$ cat src/verilog/gio_pkg.sv
package gio_pkg;
   localparam int unsigned LINES    = 20;
   localparam int unsigned AUX      = 2;
   localparam int unsigned DW       = 32;
   localparam int unsigned AW       = 4;
   localparam int unsigned BYTE_W   = 8;
   localparam int unsigned BYTE_HI  = 8;

   // register word indices on the bus
   localparam logic [AW-1:0] REG_DIR     = 4'h0;
   localparam logic [AW-1:0] REG_OUT     = 4'h1;
   localparam logic [AW-1:0] REG_IN      = 4'h2;
   localparam logic [AW-1:0] REG_PULLUP  = 4'h3;
   localparam logic [AW-1:0] REG_EDGE    = 4'h4;
   localparam logic [AW-1:0] REG_ENABLE  = 4'h5;
   localparam logic [AW-1:0] REG_STATUS  = 4'h6;
   localparam logic [AW-1:0] REG_BYTE_LO = 4'h7;
   localparam logic [AW-1:0] REG_BYTE_HI = 4'h8;
   localparam logic [AW-1:0] REG_AUX     = 4'h9;

   localparam logic [1:0] RESP_OK     = 2'h0;
   localparam logic [1:0] RESP_DECERR = 2'h3;

   typedef logic [LINES-1:0] gio_line_t;

   localparam gio_line_t DIR_RST  = 20'h00000;
   localparam gio_line_t OUT_RST  = 20'h00000;
   localparam gio_line_t PU_RST   = 20'hFFFFF;
   localparam gio_line_t EDGE_RST = 20'h00000;
   localparam gio_line_t EN_RST   = 20'h00000;

   typedef struct packed {
      gio_line_t o;
      gio_line_t oe;
      gio_line_t pu;
   } gio_pad_t;

   typedef struct packed {
      logic [AUX-1:0] pu;
      logic [AUX-1:0] dat;
      logic [AUX-1:0] en;
   } gio_aux_cfg_t;

   localparam gio_aux_cfg_t AUX_CFG_RST = 6'h3C;

   typedef struct packed {
      logic [AUX-1:0] o;
      logic [AUX-1:0] oe;
      logic [AUX-1:0] pu;
   } gio_aux_pad_t;
endpackage

$ cat src/verilog/gio_edge_detect.sv
`timescale 1ns/100ps
module gio_edge_detect (
   input  wire logic          clock_in,
   input  wire logic          rst_n_in,
   input  gio_pkg::gio_line_t pin_in,
   input  gio_pkg::gio_line_t fall_sel_in,
   input  gio_pkg::gio_line_t watch_in,
   input  gio_pkg::gio_line_t clear_in,
   output gio_pkg::gio_line_t status_out
);
   typedef struct packed {
      logic               armed;
      gio_pkg::gio_line_t prev;
      gio_pkg::gio_line_t status;
   } gio_edge_state_t;

   gio_edge_state_t    st_q;
   gio_edge_state_t    st_d;
   gio_pkg::gio_line_t hit;

   genvar i;
   generate
      for (i = 0; i < gio_pkg::LINES; i++) begin : g_line
         // armed keeps the first sample after reset from faking an edge
         assign hit[i] = st_q.armed & watch_in[i] &
                         (fall_sel_in[i] ? (st_q.prev[i] & ~pin_in[i])
                                         : (~st_q.prev[i] & pin_in[i]));
      end
   endgenerate

   always_comb begin
      st_d        = st_q;
      st_d.armed  = 1'b1;
      st_d.prev   = pin_in;
      // new event wins over a clear in the same cycle
      st_d.status = (st_q.status & ~clear_in) | hit;
   end

   always_ff @(posedge clock_in or negedge rst_n_in) begin
      if (!rst_n_in) begin
         st_q <= '0;
      end else begin
         st_q <= st_d;
      end
   end

   assign status_out = st_q.status;
endmodule

$ cat src/verilog/gio_aux_out.sv
`timescale 1ns/100ps
module gio_aux_out (
   input  wire logic                   clock_in,
   input  wire logic                   rst_n_in,
   input  wire logic                   wr_in,
   input  gio_pkg::gio_aux_cfg_t       wdata_in,
   input  gio_pkg::gio_aux_cfg_t       wmask_in,
   input  wire logic                   sleep_in,
   input  wire logic [gio_pkg::AUX-1:0] periph_o_in,
   input  wire logic [gio_pkg::AUX-1:0] periph_oe_in,
   output gio_pkg::gio_aux_cfg_t       cfg_out,
   output gio_pkg::gio_aux_pad_t       pad_out
);
   typedef struct packed {
      gio_pkg::gio_aux_cfg_t cfg;
      gio_pkg::gio_aux_pad_t pad;
   } gio_aux_state_t;

   gio_aux_state_t st_q;
   gio_aux_state_t st_d;

   always_comb begin
      st_d = st_q;
      if (wr_in) begin
         st_d.cfg = (st_q.cfg & ~wmask_in) | (wdata_in & wmask_in);
      end
      if (sleep_in) begin
         st_d.cfg = gio_pkg::AUX_CFG_RST;
      end
      // when not enabled for general output the peripherals own the pins
      st_d.pad.o  = (st_q.cfg.en & st_q.cfg.dat) |
                    (~st_q.cfg.en & periph_o_in);
      st_d.pad.oe = st_q.cfg.en | periph_oe_in;
      st_d.pad.pu = st_q.cfg.pu;
   end

   always_ff @(posedge clock_in or negedge rst_n_in) begin
      if (!rst_n_in) begin
         st_q.cfg <= gio_pkg::AUX_CFG_RST;
         st_q.pad <= '0;
      end else begin
         st_q <= st_d;
      end
   end

   assign cfg_out = st_q.cfg;
   assign pad_out = st_q.pad;
endmodule

$ cat src/verilog/gio_port.sv
// The implementer's own choices: the register addresses and the Avalon-MM slave port.
`timescale 1ns/100ps
module gio_port (
   input  wire logic                    clock_in,
   input  wire logic                    rst_n_in,
   // Avalon-MM slave, word addressed
   input  wire logic [gio_pkg::AW-1:0]  avs_address_in,
   input  wire logic                    avs_read_in,
   input  wire logic                    avs_write_in,
   input  wire logic [gio_pkg::DW-1:0]  avs_writedata_in,
   input  wire logic [3:0]              avs_byteenable_in,
   output logic [gio_pkg::DW-1:0]       avs_readdata_out,
   output logic [1:0]                   avs_response_out,
   output logic                         avs_waitrequest_out,
   // general io lines
   input  gio_pkg::gio_line_t           general_io_line_in,
   output gio_pkg::gio_line_t           general_io_line_out,
   output gio_pkg::gio_line_t           general_io_line_oe_out,
   output gio_pkg::gio_line_t           general_io_line_pu_out,
   // shared peripheral overrides
   input  gio_pkg::gio_line_t           periph_own_in,
   input  gio_pkg::gio_line_t           periph_o_in,
   input  gio_pkg::gio_line_t           periph_oe_in,
   input  gio_pkg::gio_line_t           xtal_attach_in,
   // auxiliary outputs, bit 0 aux_output_zero, bit 1 aux_output_one
   input  wire logic [gio_pkg::AUX-1:0] aux_periph_o_in,
   input  wire logic [gio_pkg::AUX-1:0] aux_periph_oe_in,
   output logic [gio_pkg::AUX-1:0]      aux_output_out,
   output logic [gio_pkg::AUX-1:0]      aux_output_oe_out,
   output logic [gio_pkg::AUX-1:0]      aux_output_pu_out,
   // system controller
   input  wire logic                    sleep_in,
   output logic                         syscon_irq_out,
   output logic                         wake_out
);
   typedef struct packed {
      gio_pkg::gio_line_t  dir;
      gio_pkg::gio_line_t  lvl;
      gio_pkg::gio_line_t  pu;
      gio_pkg::gio_line_t  fall;
      gio_pkg::gio_line_t  en;
      logic                ack;
      logic [gio_pkg::DW-1:0] rdata;
      logic [1:0]          resp;
      gio_pkg::gio_pad_t   pad;
      logic                irq;
      logic                wake;
   } gio_port_state_t;

   gio_port_state_t        st_q;
   gio_port_state_t        st_d;

   logic                   req;
   logic                   commit_wr;
   logic [gio_pkg::DW-1:0] wmask;
   gio_pkg::gio_line_t     wd_line;
   gio_pkg::gio_line_t     wm_line;
   gio_pkg::gio_line_t     eff_oe;
   gio_pkg::gio_line_t     status;
   gio_pkg::gio_line_t     status_clr;
   gio_pkg::gio_aux_cfg_t  aux_cfg;
   gio_pkg::gio_aux_pad_t  aux_pad;
   logic                   aux_wr;
   logic [gio_pkg::DW-1:0] rd_word;
   logic                   rd_hit;

   genvar b;
   generate
      for (b = 0; b < 4; b++) begin : g_be
         assign wmask[8*b +: 8] = {8{avs_byteenable_in[b]}};
      end
   endgenerate

   // one wait cycle per access: request seen, then answered
   assign req       = avs_read_in | avs_write_in;
   assign commit_wr = avs_write_in & st_q.ack;
   assign wd_line   = avs_writedata_in[gio_pkg::LINES-1:0];
   assign wm_line   = wmask[gio_pkg::LINES-1:0];

   // a peripheral owning a line takes over its driver
   assign eff_oe = (periph_own_in & periph_oe_in) |
                   (~periph_own_in & st_q.dir);

   assign status_clr = (commit_wr &&
                        avs_address_in == gio_pkg::REG_STATUS)
                       ? (wd_line & wm_line) : '0;

   assign aux_wr = commit_wr && avs_address_in == gio_pkg::REG_AUX;

   gio_edge_detect u_edge (
      .clock_in    (clock_in),
      .rst_n_in    (rst_n_in),
      .pin_in      (general_io_line_in),
      .fall_sel_in (st_q.fall),
      .watch_in    (~eff_oe),
      .clear_in    (status_clr),
      .status_out  (status)
   );

   gio_aux_out u_aux (
      .clock_in     (clock_in),
      .rst_n_in     (rst_n_in),
      .wr_in        (aux_wr),
      .wdata_in     (avs_writedata_in[5:0]),
      .wmask_in     (wmask[5:0]),
      .sleep_in     (sleep_in),
      .periph_o_in  (aux_periph_o_in),
      .periph_oe_in (aux_periph_oe_in),
      .cfg_out      (aux_cfg),
      .pad_out      (aux_pad)
   );

   // read decode
   always_comb begin
      rd_word = '0;
      rd_hit  = 1'b1;
      case (avs_address_in)
         gio_pkg::REG_DIR: begin
            rd_word = 32'(st_q.dir);
         end
         gio_pkg::REG_OUT: begin
            rd_word = 32'(st_q.lvl);
         end
         gio_pkg::REG_IN: begin
            rd_word = 32'(general_io_line_in);
         end
         gio_pkg::REG_PULLUP: begin
            rd_word = 32'(st_q.pu);
         end
         gio_pkg::REG_EDGE: begin
            rd_word = 32'(st_q.fall);
         end
         gio_pkg::REG_ENABLE: begin
            rd_word = 32'(st_q.en);
         end
         gio_pkg::REG_STATUS: begin
            rd_word = 32'(status);
         end
         gio_pkg::REG_BYTE_LO: begin
            rd_word = 32'(general_io_line_in[gio_pkg::BYTE_W-1:0]);
         end
         gio_pkg::REG_BYTE_HI: begin
            rd_word = 32'(general_io_line_in[gio_pkg::BYTE_HI +:
                                             gio_pkg::BYTE_W]);
         end
         gio_pkg::REG_AUX: begin
            rd_word = 32'(aux_cfg);
         end
         default: begin
            rd_word = '0;
            rd_hit  = 1'b0;
         end
      endcase
   end

   always_comb begin
      st_d     = st_q;
      st_d.ack = req & ~st_q.ack;

      // answer is latched while the request waits
      if (req && !st_q.ack) begin
         st_d.resp = rd_hit ? gio_pkg::RESP_OK : gio_pkg::RESP_DECERR;
         if (avs_read_in) begin
            st_d.rdata = rd_word;
         end
      end

      if (commit_wr) begin
         case (avs_address_in)
            gio_pkg::REG_DIR: begin
               st_d.dir = (st_q.dir & ~wm_line) |
                          (wd_line & wm_line);
            end
            gio_pkg::REG_OUT: begin
               st_d.lvl = (st_q.lvl & ~wm_line) |
                          (wd_line & wm_line);
            end
            gio_pkg::REG_PULLUP: begin
               st_d.pu = (st_q.pu & ~wm_line) |
                         (wd_line & wm_line);
            end
            gio_pkg::REG_EDGE: begin
               st_d.fall = (st_q.fall & ~wm_line) |
                           (wd_line & wm_line);
            end
            gio_pkg::REG_ENABLE: begin
               st_d.en = (st_q.en & ~wm_line) |
                         (wd_line & wm_line);
            end
            gio_pkg::REG_BYTE_LO: begin
               if (avs_byteenable_in[0]) begin
                  st_d.lvl[gio_pkg::BYTE_W-1:0] =
                     avs_writedata_in[gio_pkg::BYTE_W-1:0];
               end
            end
            gio_pkg::REG_BYTE_HI: begin
               if (avs_byteenable_in[0]) begin
                  st_d.lvl[gio_pkg::BYTE_HI +: gio_pkg::BYTE_W] =
                     avs_writedata_in[gio_pkg::BYTE_W-1:0];
               end
            end
            default: begin
               st_d.dir = st_q.dir;
            end
         endcase
      end

      // stored level drives only while the line is an output
      st_d.pad.o  = (periph_own_in & periph_o_in) |
                    (~periph_own_in & st_q.lvl);
      st_d.pad.oe = eff_oe;
      st_d.pad.pu = st_q.pu & ~(periph_own_in & xtal_attach_in);

      // edge detect keeps running in sleep on the always-on clock
      st_d.irq  = |(status & st_q.en);
      st_d.wake = sleep_in & |(status & st_q.en);
   end

   // sleep never resets this state, so pull-ups are held through it
   always_ff @(posedge clock_in or negedge rst_n_in) begin
      if (!rst_n_in) begin
         st_q.dir    <= gio_pkg::DIR_RST;
         st_q.lvl    <= gio_pkg::OUT_RST;
         st_q.pu     <= gio_pkg::PU_RST;
         st_q.fall   <= gio_pkg::EDGE_RST;
         st_q.en     <= gio_pkg::EN_RST;
         st_q.ack    <= 1'b0;
         st_q.rdata  <= '0;
         st_q.resp   <= gio_pkg::RESP_OK;
         st_q.pad.o  <= '0;
         st_q.pad.oe <= '0;
         st_q.pad.pu <= gio_pkg::PU_RST;
         st_q.irq    <= 1'b0;
         st_q.wake   <= 1'b0;
      end else begin
         st_q <= st_d;
      end
   end

   assign avs_waitrequest_out    = req & ~st_q.ack;
   assign avs_readdata_out       = st_q.rdata;
   assign avs_response_out       = st_q.resp;
   assign general_io_line_out    = st_q.pad.o;
   assign general_io_line_oe_out = st_q.pad.oe;
   assign general_io_line_pu_out = st_q.pad.pu;
   assign aux_output_out         = aux_pad.o;
   assign aux_output_oe_out      = aux_pad.oe;
   assign aux_output_pu_out      = aux_pad.pu;
   assign syscon_irq_out         = st_q.irq;
   assign wake_out               = st_q.wake;
endmodule

$ cat config.mk
export PLATFORM = sky130hd
export DESIGN_NAME = gio_port
export DESIGN_NICKNAME = d
export VERILOG_FILES = /design/src/verilog/gio_pkg.sv /design/src/verilog/gio_edge_detect.sv /design/src/verilog/gio_aux_out.sv /design/src/verilog/gio_port.sv
export SDC_FILE = /design/constraint.sdc
export NUM_CORES = 1
export LEC_CHECK = 0
export ABC_AREA = 1
export BUFFER_PORTS_ARGS = -buffer_cell sky130_fd_sc_hd__buf_2
export CORE_MARGIN = 2
export CORE_UTILIZATION = 40
export DETAILED_ROUTE_END_ITERATION = 8
export SLEW_MARGIN = 20
export SYNTH_ARGS = -nofsm -noshare
export SYNTH_HDL_FRONTEND = slang
export SYNTH_SLANG_ARGS = --single-unit
$ cat constraint.sdc
create_clock -name clock_in -period 2.4 [get_ports clock_in]
set_clock_uncertainty 0.15 [all_clocks]
set_input_delay 0.36 -clock clock_in [delete_from_list [all_inputs] [get_ports clock_in]]
set_output_delay 0.36 -clock clock_in [all_outputs]
set_load 0.01 [all_outputs]
==> run metrics <==
status=finished clean; multi-input logic area=~4000 µm²; Ports=about 250; Die Y=~170 µm; Cells after Synth=approximately 1,400; fillcell total=about 2,500; critical path class=primary input to flop; drt drc=0; leakage power total=approximately 7.4 nW; Initial Utilization=between 40% and 50%; Hold WC Path Type=primary input to flop; DP Wirelength=~25 mm; final instance count without filler cells=between 2,000 and 2,500; Routed Wire Length=roughly 36 mm; layout cells sized above 1=a little over a fifth; relative slew slack=~48%; antenna viol nets, final=0; core area=27,710 µm²; row count=61; Clock Latency Late Sink=between 0.5 and 0.6 ns; most frequent cell after synthesis=nand2_1; FF/Latch Area=between 5000 and 6000 µm²; Root Buffer=clkbuf_16; Initial DRT Pass Iterations=5; f_max=around 500 MHz; top post-synthesis cells by area=dfrtp_1 43%, nand2_1 13%, dfstp_2 10%; unrepaired setup endpoints after global routing=false; final max-slew violation count=0; first-pass GRT wire length=about 56 mm; Worst VDD drop=0.0004842 V; setup violators final=0; PwrDens=roughly 740 nW/µm²; Final Hold Fails=0; initial antenna violation count=4; clk sinks=between 200 and 250; post-CTS setup buffers=0; yosys warns=0; DIE WIDTH=171.6 µm; post-synthesis cell type count=31; critical path arrival=around 2.3 ns; Worst EP required=roughly 2.7 ns; drt wl/cell=17.19 µm; CTS resizes=0; shortest period the worst path allows=between 2 and 2.5 ns; via count=10,310; Cell Area, Synth=approximately 11,000 µm²; Clock transition at path regs=~0.060 ns; die area=slightly below 30,000 µm²; Total Power=11.05 mW; CP Capture Type=flop; Post-synth EDFFs=0; post-synthesis area per instance=8.259 µm²; CTS tree=yes; Commonest cells post-synth=377 x nand2_1, 202 x o21ai_0, 193 x dfrtp_1; top-area cell type share of the netlist area=42.97%; Final GP Congestion=about 0.91; CP max FO=1; Final TNS setup=0 ns; ys async rst share=100.0%; Post-Place Worst Slack=around 0.24 ns; Cells after DPL=1,889; Clock Tree Buf Depth=3; Synth area leader=dfrtp_1; Max Cap Viol=0; final net count=1,845; initial drt markers=~850; DP Area=about 12,000 µm²; largest net degree at the start of global routing=63; Primary FF master, synth=dfrtp_1; register area share after synthesis=a little over half; measured slew at the worst slew-check pin=between 0.7 and 0.8 ns; Hold Buf Count CTS=around 160; Final Cycle Share=a little over four fifths; final setup margin=~0.37 ns; area grow syn2layout=32.51%; CP Launch Type=primary input; vias in the first global route=slightly below 10,000; cts bufs inserted=26; number of buffers added on ports=~230; H-Tree Depth=1; fin area=14,900 µm²; #FFs+latches synth=around 240; aggregate global routing overflow=0; GRT Util Overall=between 20% and 30%; DR vias/cell=just under 5
==> kinds of logic after synthesis <==
logic type	share of synthesized area [%]
other	0.06681
flip-flops	53.25
buffers and inverters	11.90
AND/OR/NAND/NOR	21.23
AO/OA/AOI/OAI	13.36
multiplexers	0.2003
==> where the power goes <==
group | internal, mW | switching, mW | total [mW] | leakage [nW]
registers | 4.60 | 0.307 | 4.90 | 2.81
logic | 0.829 | 1.10 | 1.93 | 4.14
clock network | 2.59 | 1.63 | 4.22 | 0.432
==> through the flow <==
stage	util (%)	hold WS (ns)
after floorplan	-	-0.08559
after detailed placement	44.82	0.2082
after CTS	53.73	0.001296
after global routing	53.75	0.01969
after global placement	44.82	0.2081
final	53.76	0.001236
==> worst max-delay path, cell delays in order <==
cell,delay [ns]
dlygate4sd3_1,0.53
buf_2,0.12
nand2_1,0.07
dlygate4sd3_1,0.57
o21ai_0,0.09
dlygate4sd3_1,0.56
==> placed cells by master, fill, tap and decap left out, types with 14 or more instances in the layout <==
master	n
dlygate4sd3_1	157
a21oi_1	24
dfstp_2	44
o31ai_1	14
clkbuf_16	27
buf_2	225
inv_1	120
nor2_1	82
nand2_1	377
nand3_1	112
o21ai_0	202
dfrtp_1	193
buf_4	39
==> worst paths after layout <==
kind,startpoint,end,slack (ns),cells after the start
worst max-delay path,periph_o_in[3],general_io_line_out[3],0.37,6
worst min-delay path,periph_own_in[9],general_io_line_out[9],0.001,2
worst max register to register,st_q[96],flop,0.39,7
worst min register to register,u_aux.cfg_out[5],u_aux.pad_out[1],0.28,0
max in group asynchronous,rst_n_in,async pin,1.14,3
min in group asynchronous,rst_n_in,general_io_line_out[15],0.22,2
==> routing by layer <==
layer / vias to the layer above / global-route usage [%] / share of wire, %
li1: 4977 / - / -
met2: 416 / 39.36 / 46
met1: 4854 / 34.87 / 44
met5: - / 0 / 0
met4: 0 / 7.480 / 3.0
met3: 63 / 3.451 / 7.2
==> layout make-up <==
class / count / area share, %
clock buffers: 41 / 5.090
clock inverters: 7 / 0.9240
multi-input cells: 881 / 26.61
well taps: 378 / 3.175
flip-flops and latches: 237 / 40.18
inverters: 123 / 3.100
diodes: 4 / 0.06720
repair buffers: 427 / 20.85
No activity file was read; power rests on OpenSTA's default activity.
